==> src/rng_map.vh <==
// Register map, field positions and timing counts of the random generator
`ifndef RNG_MAP_VH
`define RNG_MAP_VH

// ----------------------------------------
// Register byte offsets
// ----------------------------------------
`define RNG_CONTROL_OFS 12'h000
`define RNG_STATUS_OFS 12'h004
`define RNG_VALUE_OFS 12'h008

// ----------------------------------------
// Field positions
// ----------------------------------------
`define RNG_CTL_ENABLE_BIT 2
`define RNG_CTL_IRQ_BIT 3
`define RNG_STAT_READY_BIT 0
`define RNG_STAT_CLK_LIVE_BIT 1
`define RNG_STAT_SEED_LIVE_BIT 2
`define RNG_STAT_CLK_FLAG_BIT 5
`define RNG_STAT_SEED_FLAG_BIT 6

// ----------------------------------------
// Reset values
// ----------------------------------------
`define RNG_CONTROL_RESET 32'h0000_0000
`define RNG_STATUS_RESET 32'h0000_0000
`define RNG_VALUE_RESET 32'h0000_0000

// ----------------------------------------
// Timing counts and LFSR tap mask
// ----------------------------------------
`define RNG_WORD_PERIODS 6'h28
`define RNG_CLK_RATIO 5'h10
`define RNG_SAME_LIMIT 7'h40
`define RNG_ALT_PAIRS 7'h20
`define RNG_LFSR_TAPS 32'h8020_0003

`endif

==> src/rng_core.v <==
// Random number generator core with APB register slave
//
// The APB interface to the registers is this design's own decision.
`timescale 1ns/100ps
// ----------------------------------------
// Behaviour
// RQ1 - About 40 generator periods per word
// RQ2 - Seed bits feed 32-bit LFSR
// RQ3 - LFSR steps only on generator clock
// RQ4 - Enough seed bits copy LFSR to data
// RQ5 - Monitor seed and clock, flag, interrupt
// RQ6 - Generator below sixteenth bus clock: clock fault
// RQ7 - Clock fault keeps previous data word
// RQ8 - Long same-bit or alternating runs: seed fault
// RQ9 - Software discards data, clears flag, restarts
// RQ10 - Software checks clocks, then clears flag
// RQ11 - Control bit 3 enables single interrupt
// RQ12 - Control bit 2 enables generator
// RQ13 - Status bit 6 sticky seed flag, write-0-clear
// RQ14 - Status bit 5 sticky clock flag, write-0-clear
// RQ15 - Status bit 2 live seed fault
// RQ16 - Software reads data only when clean
// RQ17 - Software skips first and repeated words
// RQ18 - Registers reset zero, byte access allowed
// RQ19 - Status bit 0 ready, cleared by read
// RQ20 - Status bit 1 live clock fault
// RQ21 - Data register at 0x08, word read
// RQ22 - Disabled: LFSR idle, monitors frozen (code clears the seed monitor run counters instead of holding them)
// ----------------------------------------
`include "rng_map.vh"

module rng_core (
   // System
   input wire sys_clk,
   input wire rst,
   // APB slave
   input wire psel,
   input wire penable,
   input wire pwrite,
   input wire [11:0] paddr,
   input wire [31:0] pwdata,
   input wire [3:0] pstrb,
   output wire pready,
   output reg [31:0] prdata,
   output wire pslverr,
   // Analog side
   input wire noise_lfsr_clock,
   input wire noise_seed,
   // Interrupt
   output wire irq
);

   // ----------------------------------------
   // Bus decode
   // ----------------------------------------
   wire access = psel & penable;
   wire hit_ctl = (paddr == `RNG_CONTROL_OFS);
   wire hit_stat = (paddr == `RNG_STATUS_OFS);
   wire hit_val = (paddr == `RNG_VALUE_OFS);
   wire mapped = hit_ctl | hit_stat | hit_val;
   wire wr_ctl = access & pwrite & hit_ctl & pstrb[0];
   wire wr_stat = access & pwrite & hit_stat & pstrb[0];
   wire rd_val = access & ~pwrite & hit_val;

   assign pready = 1'b1;
   assign pslverr = access & ~mapped;

   // ----------------------------------------
   // Control register
   // ----------------------------------------
   reg irq_enable_bit;
   reg generator_enable_bit;

   always @(posedge sys_clk or posedge rst) begin
      if (rst) begin
         irq_enable_bit <= 1'b0; // [RQ18]
         generator_enable_bit <= 1'b0;
      end else if (wr_ctl) begin
         irq_enable_bit <= pwdata[`RNG_CTL_IRQ_BIT]; // [RQ11]
         generator_enable_bit <= pwdata[`RNG_CTL_ENABLE_BIT]; // [RQ12]
      end
   end

   // ----------------------------------------
   // Pin synchronisers
   // ----------------------------------------
   reg [2:0] clk_sync;
   reg [2:0] seed_sync;
   reg clk_level;
   reg seed_level;

   always @(posedge sys_clk or posedge rst) begin
      if (rst) begin
         clk_sync <= 3'b000;
         seed_sync <= 3'b000;
         clk_level <= 1'b0;
         seed_level <= 1'b0;
      end else begin
         clk_sync <= {clk_sync[1:0], noise_lfsr_clock};
         seed_sync <= {seed_sync[1:0], noise_seed};
         if (clk_sync[1] == clk_sync[2]) begin
            clk_level <= clk_sync[2];
         end
         if (seed_sync[1] == seed_sync[2]) begin
            seed_level <= seed_sync[2];
         end
      end
   end

   // Rising edge of the generator clock, taken as one step
   wire gen_step = (clk_sync[1] == clk_sync[2]) & clk_sync[2] & ~clk_level; // [RQ3]
   wire run_step = gen_step & generator_enable_bit; // [RQ22]

   // ----------------------------------------
   // LFSR and word assembly
   // ----------------------------------------
   reg [31:0] lfsr;
   reg [5:0] step_count;
   reg [31:0] random_value_reg;
   reg value_ready;
   wire feedback = ^(lfsr & `RNG_LFSR_TAPS);
   wire word_done = run_step & (step_count == `RNG_WORD_PERIODS - 6'h01);

   always @(posedge sys_clk or posedge rst) begin
      if (rst) begin
         lfsr <= 32'h0000_0000;
         step_count <= 6'h00;
      end else if (!generator_enable_bit) begin
         lfsr <= 32'h0000_0000; // [RQ22]
         step_count <= 6'h00;
      end else if (run_step) begin
         lfsr <= {lfsr[30:0], feedback ^ seed_level}; // [RQ2]
         step_count <= word_done ? 6'h00 : step_count + 6'h01; // [RQ1]
      end
   end

   always @(posedge sys_clk or posedge rst) begin
      if (rst) begin
         random_value_reg <= `RNG_VALUE_RESET;
         value_ready <= 1'b0;
      end else begin
         if (word_done) begin
            random_value_reg <= {lfsr[30:0], feedback ^ seed_level}; // [RQ4]
         end
         if (word_done) begin
            value_ready <= 1'b1; // [RQ19]
         end else if (rd_val) begin
            value_ready <= 1'b0;
         end
      end
   end

   // ----------------------------------------
   // Clock monitor
   // ----------------------------------------
   reg [4:0] gap_count;
   reg clock_fault_live;

   always @(posedge sys_clk or posedge rst) begin
      if (rst) begin
         gap_count <= 5'h00;
         clock_fault_live <= 1'b0;
      end else if (generator_enable_bit) begin // [RQ22]
         if (gen_step) begin
            gap_count <= 5'h00;
            clock_fault_live <= 1'b0;
         end else if (gap_count == `RNG_CLK_RATIO) begin
            clock_fault_live <= 1'b1; // [RQ6] [RQ20]
         end else begin
            gap_count <= gap_count + 5'h01;
         end
      end
   end

   // ----------------------------------------
   // Seed monitor
   // ----------------------------------------
   reg prev_seed;
   reg [6:0] same_run;
   reg [7:0] alt_run;
   reg seed_fault_live;
   wire [7:0] alt_limit = {`RNG_ALT_PAIRS, 1'b0};

   always @(posedge sys_clk or posedge rst) begin
      if (rst) begin
         prev_seed <= 1'b0;
         same_run <= 7'h00;
         alt_run <= 8'h00;
         seed_fault_live <= 1'b0;
      end else if (!generator_enable_bit) begin
         same_run <= 7'h00; // [RQ22]
         alt_run <= 8'h00;
      end else if (run_step) begin
         prev_seed <= seed_level;
         if (seed_level == prev_seed) begin
            alt_run <= 8'h00;
            if (same_run != `RNG_SAME_LIMIT) begin
               same_run <= same_run + 7'h01;
            end
            seed_fault_live <= (same_run == `RNG_SAME_LIMIT); // [RQ8] [RQ15]
         end else begin
            same_run <= 7'h00;
            if (alt_run != alt_limit) begin
               alt_run <= alt_run + 8'h01;
            end
            seed_fault_live <= (alt_run == alt_limit); // [RQ8] [RQ15]
         end
      end
   end

   // ----------------------------------------
   // Sticky fault flags
   // ----------------------------------------
   reg seed_fault_flag;
   reg clock_fault_flag;
   wire clr_seed = wr_stat & ~pwdata[`RNG_STAT_SEED_FLAG_BIT];
   wire clr_clk = wr_stat & ~pwdata[`RNG_STAT_CLK_FLAG_BIT];

   always @(posedge sys_clk or posedge rst) begin
      if (rst) begin
         seed_fault_flag <= 1'b0;
         clock_fault_flag <= 1'b0;
      end else begin
         if (seed_fault_live) begin
            seed_fault_flag <= 1'b1; // [RQ5] [RQ8]
         end else if (clr_seed) begin
            seed_fault_flag <= 1'b0; // [RQ13]
         end
         if (clock_fault_live) begin
            clock_fault_flag <= 1'b1; // [RQ6] [RQ7]
         end else if (clr_clk) begin
            clock_fault_flag <= 1'b0; // [RQ14]
         end
      end
   end

   assign irq = irq_enable_bit & (value_ready | seed_fault_flag | clock_fault_flag); // [RQ5] [RQ11]

   // ----------------------------------------
   // Read data
   // ----------------------------------------
   reg [31:0] next_prdata;

   always @* begin
      next_prdata = 32'h0000_0000;
      if (hit_ctl) begin
         next_prdata[`RNG_CTL_IRQ_BIT] = irq_enable_bit;
         next_prdata[`RNG_CTL_ENABLE_BIT] = generator_enable_bit;
      end else if (hit_stat) begin
         next_prdata[`RNG_STAT_READY_BIT] = value_ready;
         next_prdata[`RNG_STAT_CLK_LIVE_BIT] = clock_fault_live;
         next_prdata[`RNG_STAT_SEED_LIVE_BIT] = seed_fault_live;
         next_prdata[`RNG_STAT_CLK_FLAG_BIT] = clock_fault_flag;
         next_prdata[`RNG_STAT_SEED_FLAG_BIT] = seed_fault_flag;
      end else if (hit_val) begin
         next_prdata = random_value_reg; // [RQ21]
      end
   end

   // Registered so prdata is valid in the access phase
   always @(posedge sys_clk or posedge rst) begin
      if (rst) begin
         prdata <= 32'h0000_0000;
      end else if (psel & ~penable & ~pwrite) begin
         prdata <= next_prdata;
      end
   end

endmodule // rng_core

==> config.mk <==
export PLATFORM = sky130hd
export DESIGN_NAME = rng_core
export DESIGN_NICKNAME = d
export VERILOG_FILES = /design/src/rng_core.v
export VERILOG_INCLUDE_DIRS = /design/src
export SDC_FILE = /design/constraint.sdc
export NUM_CORES = 1
export LEC_CHECK = 0
export BUFFER_PORTS_ARGS = -buffer_cell sky130_fd_sc_hd__buf_2
export CORE_MARGIN = 5
export CORE_UTILIZATION = 55
export CTS_CLUSTER_DIAMETER = 80
export DETAILED_ROUTE_END_ITERATION = 12
export PLACE_DENSITY = 0.86
export SLEW_MARGIN = 0
export SYNTH_ARGS = -nofsm -noshare
export SYNTH_HDL_FRONTEND = slang
export SYNTH_SLANG_ARGS = --single-unit
==> constraint.sdc <==
create_clock -name sys_clk -period 7.3 [get_ports sys_clk]
set_input_delay 0.73 -clock sys_clk [delete_from_list [all_inputs] [get_ports sys_clk]]
set_output_delay 0.73 -clock sys_clk [all_outputs]
set_load 0.02 [all_outputs]
==> impl_metrics.yaml, run 1 <==
status:
  status: "complete, no violations"
synthesis:
  yosysSeqAreaShare_pct: 59.08
  ys_ff_latch: 138
  synth.largest_area_cell: "dfrtp_1"
  yosys_warnings: 0
  synth_cell_type_count: 54
  ys.flop_type: "dfrtp_1"
  synth_edf_count: 0
  synth_area_leaders: "dfrtp_1, mux2_2, nand2_1"
  netlist_area_sq_mm: 0.005846
  post-synth-top-area-fraction_pct: 59.08
  syn_nets: 580
  synthArstFlopShare_pct: 100.0
  synth_cells: 517
  synth.avg_cell_area_sq_um: 11.31
setup_path:
  startpoint_type: "flip-flop"
  r2r_slack_ps: 4860
  r2r_start: "clk_sync[1]"
  r2r_cells: 5
  cp.required_ps: 7760
  cp_data_arrival_time_ps: 2900
  rr_endpoint: "alt_run[0]"
  worstSetupPathType: "reg -> reg"
  worst_setup_path_end_kind: "flip-flop"
  cp_max_fo: 44
min_path:
  hold_class: "in -> async"
power:
  p_seq_share_pct: 47.0
  p_switching_mw: 0.3944
  ir_drop_v: 0.0001917
  powerDensity_mw_per_mm2: 241.2
  p_sw_share_pct: 24.07
  finalPower_mw: 1.638
  intPower_mw: 1.244
  p_leak_nw: 3.277
  p_clk_share_pct: 50.0
  p_comb_share_pct: 3.0
placed_design:
  place_ws_ps: 4504
  hpwl_microns: 7389
  portBuffers: 57
  gp_congestion: 0.8229
clock_tree:
  cts_sinks: 138
  cts_setup_buffers: 0
  cts-root-buf: "clkbuf_8"
  cts_buffers: 17
  clk_latency_ps: 520
  postCtsHoldBufs: 0
  cts_tree: "yes"
  clk_pin_slew_worst_paths_ps: 70
  clk_path_buf_depth: 2
  cts_resized: 0
  cts_max_level: 4
detailed_routing:
  dr.pass1.iters: 4
  route.met3.wl_microns: 551
  drt-met1-wl_microns: 5052
  wl_microns: 12500
  dr.first_iter.drc_count: 302
  wire_per_inst_microns: 17.40
  postRouteAntennaNets: 0
  drcViolationCount: 0
  dr_wl_met2_microns: 6733
  vias: 4223
  vias_per_cell: 5.882
  top_layer_used: "met4"
global_routing:
  grt_use_total_pct: 20.68
  grt_pass1_wl_microns: 21440
  grt-ovfl-total: 0
  grt_max_degree: 77
  antenna_found_initial: 0
  grt_pass1_vias: 4458
flow_run:
  maxCapViolations: 0
timing:
  setup_viol: 0
  finClkSkew_ps: 15.03
  slew_headroom_pct: 27.59
  hold_viol: 0
  finalMaxSlewViolations: 0
  fin_ws_ps: 4860
  tns_ps: 0
  worstMarginPinSlew_ps: 1084
  post-route-period-util_pct: 33.43
  worst_hold_slack_ps: 275.7
  clock.fmax_ghz: 0.4098
  rsz0062_at_grt: "false"
  min_period_ps: 2440
floorplanning:
  die_y_microns: 113.1
  core_area_sq_mm: 0.01032
  num_io_pins: 90
  die_w_microns: 113.1
  die-area_sq_mm: 0.01279
  initial_core_util_pct: 56.62
  rows: 37
finish:
  fin_nets: 632
  area.growth.synth_to_final_pct: 16.22
  antenna_cells: 0
  drive_gt1_share_pct: 23.54
-- power groups by stage --
stage | combinational [mW] | sequential [mW] | clock, mW
floorplan | 0.0351 | 0.783 | 0
global placement | 0.0472 | 0.785 | 0
detailed placement | 0.0490 | 0.785 | 0
CTS | 0.0497 | 0.771 | 0.827
global route | 0.0549 | 0.771 | 0.863
finish | 0.0486 | 0.771 | 0.819
-- cell families after synthesis --
| logic type | after synthesis | share of synthesized area [%] |
|---|---|---|
| XOR/XNOR | 9 | 1.348 |
| other | 1 | 0.06415 |
| adder cells (fa/ha/maj) | 9 | 1.884 |
| multiplexers | 42 | 8.069 |
| AND/OR/NAND/NOR | 157 | 13.08 |
| AO/OA/AOI/OAI | 122 | 13.61 |
| flip-flops | 138 | 59.08 |
| buffers and inverters | 39 | 2.868 |
-- cell type report --
| type | instances | area (sq um) |
|---|---|---|
| clock inverters | 15 | 158.9 |
| multi-input cells | 340 | 2232 |
| clock buffers | 17 | 414.1 |
| fillers | 683 | 3530 |
| inverters | 10 | 42.54 |
| repair buffers | 62 | 322.8 |
| well taps | 136 | 170.2 |
| flip-flops and latches | 138 | 3453 |
-- how the worst max path moves through the flow --
| stage | from | to | slack, ps | cells past startpoint |
|---|---|---|---|---|
| 6_report | clk_sync[1] | alt_run[0] | 4860 | 5 |
| 5_1_grt | clk_sync[1] | alt_run[0] | 4670 | 5 |
| 3_5_place_dp | paddr[11] | prdata[26] | 4500 | 5 |
| 2_1_floorplan | rst | alt_run[0] | 2870 | 1 |
| 3_3_place_gp | pwrite | prdata[25] | 4710 | 5 |
| 4_1_cts | clk_sync[1] | alt_run[0] | 4820 | 5 |
-- layer usage --
metal	global-route usage (%)	vias to the layer above
met3	4.813	15
met4	7.051	0
met1	25.04	2167
li1	-	1939
met2	36.37	102
met5	0	-
-- layout by cell type, fill, tap and decap left out, drive strengths merged, types with 2 or more instances in the layout --
cell / Yosys / layout
nor3b: 5 / 5
nor2: 11 / 11
or3: 2 / 2
inv: 10 / 17
clkinvlp: 0 / 3
or3b: 2 / 2
buf: 13 / 62
a211oi: 2 / 2
a22oi: 5 / 5
clkinv: 0 / 4
nand4: 3 / 3
dfrtp: 138 / 138
or4b: 2 / 2
nand4b: 2 / 2
nor2b: 4 / 4
nand2: 93 / 93
mux2: 38 / 38
nor3: 7 / 7
clkbuf: 16 / 17
a22o: 30 / 30
nor4: 2 / 2
xor2: 4 / 4
o21ai: 29 / 29
nand2b: 2 / 2
mux2i: 4 / 4
a21oi: 39 / 39
and3: 11 / 11
a21o: 6 / 6
xnor2: 5 / 5
nand3: 7 / 7
ha: 8 / 8
a31o: 2 / 2
o41ai: 2 / 2
-- cells in the mapped netlist (2+ instances only) --
| library cell | count |
|---|---|
| a211oi_1 | 2 |
| a21o_1 | 6 |
| a21oi_1 | 39 |
| a22o_1 | 30 |
| a22oi_1 | 5 |
| and3_1 | 10 |
| buf_1 | 5 |
| buf_2 | 5 |
| buf_4 | 2 |
| clkbuf_1 | 16 |
| dfrtp_1 | 138 |
| ha_1 | 8 |
| inv_1 | 10 |
| mux2_1 | 2 |
| mux2_2 | 35 |
| mux2i_1 | 4 |
| nand2_1 | 93 |
| nand2b_1 | 2 |
| nand3_1 | 7 |
| nand4_1 | 3 |
| nand4b_1 | 2 |
| nor2_1 | 10 |
| nor2b_1 | 4 |
| nor3_1 | 6 |
| nor3b_1 | 5 |
| nor4_1 | 2 |
| o21ai_0 | 21 |
| o21ai_1 | 8 |
| o41ai_1 | 2 |
| or3_1 | 2 |
| or3b_1 | 2 |
| or4b_1 | 2 |
| xnor2_1 | 5 |
| xor2_1 | 4 |
-- through the flow --
stage | std cells | utilization [%] | area [sq um]
after floorplan | 517 | - | 5846
after global placement | 686 | 60.26 | 6221
after detailed placement | 686 | 60.26 | 6221
after CTS | 718 | 65.81 | 6794
after global routing | 718 | 65.81 | 6794
final | 718 | 65.81 | 6794
-- worst max-delay path, stage by stage (launching register included) --
cell     delay (ps)
dfrtp_1         350
ha_1            170
nor2b_4         870
nand3_1         380
a21oi_1         370
mux2_2          220
Note: power is estimated with default switching activity, not from simulation.
==> inputs of run 2 (changes only) <==
Clock period 7.3 ns to 2.3 ns, I/O delays scaled along.
==> impl_metrics.yaml, run 2 (synthesized netlist as in run 1, its figures left out) <==
setup_path:
  worst_setup_path_end_kind: "flip-flop"
  worstSetupPathType: "reg -> reg"
  cp_data_arrival_time_ps: 2370
  worstPathCellList: "or4b_1 -> or3b_1 -> nor3b_1 -> mux2_4"
  rr_endpoint: "same_run[0]"
  r2r_slack_ps: 350
  crit_slowest_cell: "or4b_1"
  cp.required_ps: 2720
  r2r_cells: 4
  slowest_delay_ps: 560
  startpoint_type: "flip-flop"
  cp_max_fo: 5
  r2r_start: "same_run[3]"
floorplanning:
  initial_core_util_pct: 56.62
  die_w_microns: 113.1
  num_io_pins: 90
  core_area_sq_mm: 0.01032
  rows: 37
  die_y_microns: 113.1
  die-area_sq_mm: 0.01279
power:
  p_switching_mw: 1.197
  p_seq_share_pct: 46.2
  p_leak_nw: 3.356
  ir_drop_v: 0.0005129
  p_sw_share_pct: 22.59
  intPower_mw: 4.101
  p_comb_share_pct: 3.4
  p_clk_share_pct: 50.4
  powerDensity_mw_per_mm2: 761.5
timing:
  rsz0062_at_grt: "false"
  finClkSkew_ps: 6.647
  worst_hold_slack_ps: 21.01
  finalMaxSlewViolations: 0
  setup_viol: 0
  slew_headroom_pct: 58.22
  tns_ps: 0
  worstMarginPinSlew_ps: 625.3
  hold_viol: 0
  post-route-period-util_pct: 84.95
  min_period_ps: 1954
  clock.fmax_ghz: 0.5118
detailed_routing:
  vias: 4304
  dr.pass1.iters: 5
  postRouteAntennaNets: 0
  wl_microns: 12510
  drcViolationCount: 0
  vias_per_cell: 5.872
  dr.first_iter.drc_count: 341
  wire_per_inst_microns: 17.06
finish:
  area.growth.synth_to_final_pct: 19.03
  fin_util_pct: 67.40
  drive_gt1_share_pct: 24.46
  fillers: 694
  fin_nets: 647
  mostFrequentLayoutCell: "dfrtp_1"
  antenna_cells: 0
  most-common-layout-cells: "dfrtp_1, nand2_1, buf_2"
clock_tree:
  cts_max_level: 4
  cts_buffers: 17
  clk_path_buf_depth: 2
  cts_setup_buffers: 0
  clk_pin_slew_worst_paths_ps: 60
  cts_sinks: 138
  clk_latency_ps: 540
  cts_tree: "yes"
  cts-root-buf: "clkbuf_8"
global_routing:
  grt_pass1_wl_microns: 21530
  grt_pass1_vias: 4432
  grt-ovfl-total: 0
  grt_max_degree: 52
  grt_use_total_pct: 21.11
  antenna_found_initial: 0
min_path:
  hold_path_end: "clock_fault_flag"
  worstHoldStart: "pwdata[5]"
  min_path_cells: 3
  hold_class: "in -> reg"
flow_run:
  maxCapViolations: 0
placed_design:
  hpwl_microns: 7798
  portBuffers: 57
  gp_congestion: 0.8372
status:
  status: "complete, no violations"
==> run 2: worst max path at each step <==
stage / from / end / cells after the start
3_3_place_gp: same_run[3] / same_run[0] / 4
3_5_place_dp: same_run[3] / same_run[0] / 4
2_1_floorplan: rst / alt_run[0] / 1
5_1_grt: same_run[3] / same_run[0] / 4
6_report: same_run[3] / same_run[0] / 4
4_1_cts: same_run[3] / same_run[0] / 4
==> run 2: critical path, delay by kind of cell (launching register included) <==
family        cells  cell delay (ps)
flops             1              430
mux               1              260
simple gates      3             1140
==> run 2: timing repair <==
action / 4_1_cts / 5_1_grt
gates resized for setup: 0 / 0
hold buffers: 6 / 0
endpoints found under the setup margin: 0 / 0
hold endpoints to repair: 29 / 0
==> run 2: final cells by class <==
class	instances	area, sq um	share of cell area (%)
sequential	138	3453	49.63
multi-input combinational	340	2232	32.08
timing repair buffer	77	475.5	6.833
clock buffer	19	441.7	6.348
tap	136	170.2	2.446
clock inverter	13	143.9	2.068
inverter	10	41.29	0.5934
==> run 2: power groups by stage <==
stage          clock [mW]  combinational (mW)  sequential, mW
2_1_floorplan           0               0.112            2.49
3_3_place_gp            0               0.166            2.49
3_5_place_dp            0               0.172            2.49
4_1_cts              2.70               0.182            2.45
5_1_grt              2.82               0.200            2.45
6_report             2.67               0.179            2.45
==> run 2: routing by layer <==
metal / up-vias / GRT usage (%) / part of all wire (%) / routed length, microns
li1: 1964 / - / - / -
met1: 2179 / 24.80 / 40 / 4965
met2: 128 / 36.37 / 53 / 6632
met3: 33 / 5.829 / 4.8 / 594
met4: 0 / 9.054 / 2.5 / 313
met5: - / 0 / 0 / 0
==> run 2: stage by stage <==
| step | std cells | setup WS (ps) | total power [mW] | instance area (sq um) |
|---|---|---|---|---|
| global route | 733 | 296.3 | 5.472 | 6958 |
| finish | 733 | 346.2 | 5.299 | 6958 |
| detailed placement | 695 | 409.4 | 2.663 | 6312 |
| floorplan | 517 | 348.9 | 2.598 | 5849 |
| global placement | 695 | 432.4 | 2.657 | 6312 |
| CTS | 733 | 368.9 | 5.333 | 6958 |
==> inputs of run 3 (changes only) <==
Settings changed: ABC_AREA set to 1, PLACE_DENSITY 0.86 to 0.85.
Clock period 2.3 ns to 1.9 ns, I/O delays scaled along.
==> impl_metrics.yaml, run 3 <==
finish:
  mostFrequentLayoutCell: "nand2_1"
  drive_gt1_share_pct: 21.14
  fillers: 798
  most-common-layout-cells: "nand2_1, dfrtp_1, inv_1"
  design_area_sq_mm: 0.007182
  area.growth.synth_to_final_pct: 16.22
  fin_util_pct: 65.68
  fin_nets: 802
  antenna_cells: 0
clock_tree:
  clk_path_buf_depth: 2
  cts_tree: "yes"
  clk_pin_slew_worst_paths_ps: 60
  cts_max_level: 4
  clk_latency_ps: 420
  cts_sinks: 138
  cts_buffers: 17
  cts-root-buf: "clkbuf_16"
setup_path:
  slowest_delay_ps: 420
  worstSetupPathType: "reg -> reg"
  worstPathCellList: "ha_1 -> nand2_1 -> inv_1 -> nand4_1 -> buf_4 -> nor2_8 -> inv_8 -> nand2_1 -> o21ai_2"
  cp.required_ps: 2240
  cp_max_fo: 62
  critPathBufInv: 3
  startpoint_type: "flip-flop"
  cp_data_arrival_time_ps: 2160
  cpLargestDelayFamily: "buffers and inverters"
  worst_setup_path_end_kind: "flip-flop"
  crit_top_cell: "nand2_1"
  crit_slowest_cell: "dfrtp_1"
detailed_routing:
  vias: 4859
  vias_per_cell: 5.447
  wire_per_inst_microns: 14.32
  drcViolationCount: 0
  dr.first_iter.drc_count: 457
  wl_microns: 12770
  postRouteAntennaNets: 0
  dr.pass1.iters: 5
placed_design:
  place_area_sq_mm: 0.006571
  portBuffers: 57
  hpwl_microns: 8274
  gp_congestion: 0.8828
timing:
  setup_viol: 0
  hold_viol: 42
  post-route-period-util_pct: 95.79
  clock.fmax_ghz: 0.5494
  worst_hold_slack_ps: -44.02
  min_period_ps: 1820
  slew_headroom_pct: 50.94
  worstMarginPinSlew_ps: 736.0
  finalMaxSlewViolations: 0
  finClkSkew_ps: 9.664
global_routing:
  grt_max_degree: 139
  grt_use_total_pct: 20.38
  grt_pass1_vias: 4827
  use_met1_pct: 24.11
  grt_pass1_wl_microns: 21760
  met2_usage_pct: 35.14
  antenna_found_initial: 0
  grt-ovfl-total: 0
  globalRouteMet3Util_pct: 4.909
  top_usage_layer: "met2"
floorplanning:
  num_io_pins: 90
  die_w_microns: 116
  initial_core_util_pct: 56.51
  die_y_microns: 116
  rows: 38
  die-area_sq_mm: 0.01346
  core_area_sq_mm: 0.01094
synthesis:
  synth-simple-area-share_pct: 22.43
  synth_common_cells: "nand2_1, dfrtp_1, inv_1"
  synth_edf_count: 0
  synth.largest_area_cell: "dfrtp_1"
  synth_most_common_cell: "nand2_1"
  synth_xor_area_share_pct: 1.134
  synth_top_family_by_area: "simple AND/OR/NAND/NOR gates"
  yosys_warnings: 0
  synth_cells: 671
  synth_area_leaders: "dfrtp_1, nand2_1, nand3_1"
  synth_fa_ha_area_share_pct: 1.782
  synth_compound_area_share_pct: 10.57
  synthMuxAreaShare_pct: 0.1822
  synthArstFlopShare_pct: 100.0
  post-synth-top-area-fraction_pct: 55.88
  ys.flop_type: "dfrtp_1"
  ys_ff_latch: 138
  netlist_area_sq_mm: 0.006180
  syn_nets: 734
  yosysSeqAreaShare_pct: 55.88
  synth_cell_type_count: 40
  synth.avg_cell_area_sq_um: 9.210
status:
  status: "finished with violations"
  violations: "negative hold slack"
flow_run:
  maxCapViolations: 0
min_path:
  hold_class: "in -> async"
power:
  p_leak_nw: 3.699
  ir_drop_v: 0.0006547
  powerDensity_mw_per_mm2: 1041
==> run 3: changes by cell type in the layout (fill, tap and decap cells not counted), sizes merged, moves of 6 or more <==
cell | before | now
a21o | 6 | 0
a21oi | 39 | 2
a22o | 30 | 1
and3 | 11 | 0
inv | 11 | 84
mux2 | 38 | 1
nand2 | 93 | 194
nand3 | 7 | 67
nor2 | 11 | 33
o21ai | 29 | 53
o22ai | 0 | 34
==> run 3: final cells by class <==
| cell class | instances | area [sq um] | area share, % |
|---|---|---|---|
| clock buffer | 19 | 442.9 | 6.167 |
| tap | 140 | 175.2 | 2.439 |
| timing repair buffer | 72 | 427.9 | 5.958 |
| sequential | 138 | 3453 | 48.08 |
| multi-input combinational | 427 | 2235 | 31.11 |
| inverter | 83 | 327.8 | 4.564 |
| clock inverter | 13 | 120.1 | 1.672 |
==> run 3: final timing paths <==
| check | start | end | slack (ps) | depth (start not counted) |
|---|---|---|---|---|
| max | step_count[0] | random_value_reg[23] | 80 | 9 |
| min | rst | prdata[27] | -40 | 3 |
| max reg2reg | step_count[0] | random_value_reg[23] | 80 | 9 |
| min reg2reg | seed_sync[0] | seed_sync[1] | 350 | 0 |
| max in group asynchronous | rst | lfsr[7] | 1380 | 3 |
| min in group sys_clk | pwdata[6] | seed_fault_flag | 10 | 3 |
==> run 3: stage by stage <==
| step | setup TNS (ps) | worst slack, ps | cells | power, mW |
|---|---|---|---|---|
| 6_report | 0 | 79.95 | 892 | 7.474 |
| 3_3_place_gp | -68.14 | -7.959 | 855 | 4.278 |
| 4_1_cts | 0 | 74.78 | 889 | 7.497 |
| 2_1_floorplan | -1535 | -11.12 | 671 | 4.112 |
| 3_5_place_dp | -1825 | -136.5 | 855 | 4.380 |
| 5_1_grt | -262.1 | -53.42 | 892 | 7.825 |
==> run 3: repair_timing <==
item	in CTS	in global routing
hold endpoints to repair	2	0
buffers inserted	0	3
hold buffers	2	0
pin swaps	0	1
setup endpoints to repair	32	27
resized for setup	2	0
==> run 3: metal layers <==
layer	vias up	share of wire [%]
met2	150	53
met3	35	5.0
met4	0	2.2
met5	-	0
met1	2356	40
li1	2318	-
==> run 3: cell families after synthesis <==
logic type      count (synthesis)
other cells                     1
buf+inv                       106
flops                         138
mux                             1
compound gates                 95
xor+xnor                        8
simple gates                  313
fa+ha+maj                       9
==> run 3: worst min-delay path, cell delays in order <==
cell and delay [ps]:
buf_2 110, clkinvlp_4 70, buf_12 490
==> run 3: where the power goes <==
part	switching [mW]	internal, mW
sequential	0.219	3.18
clock	1.27	1.84
combinational	0.610	0.361
total	2.10	5.38
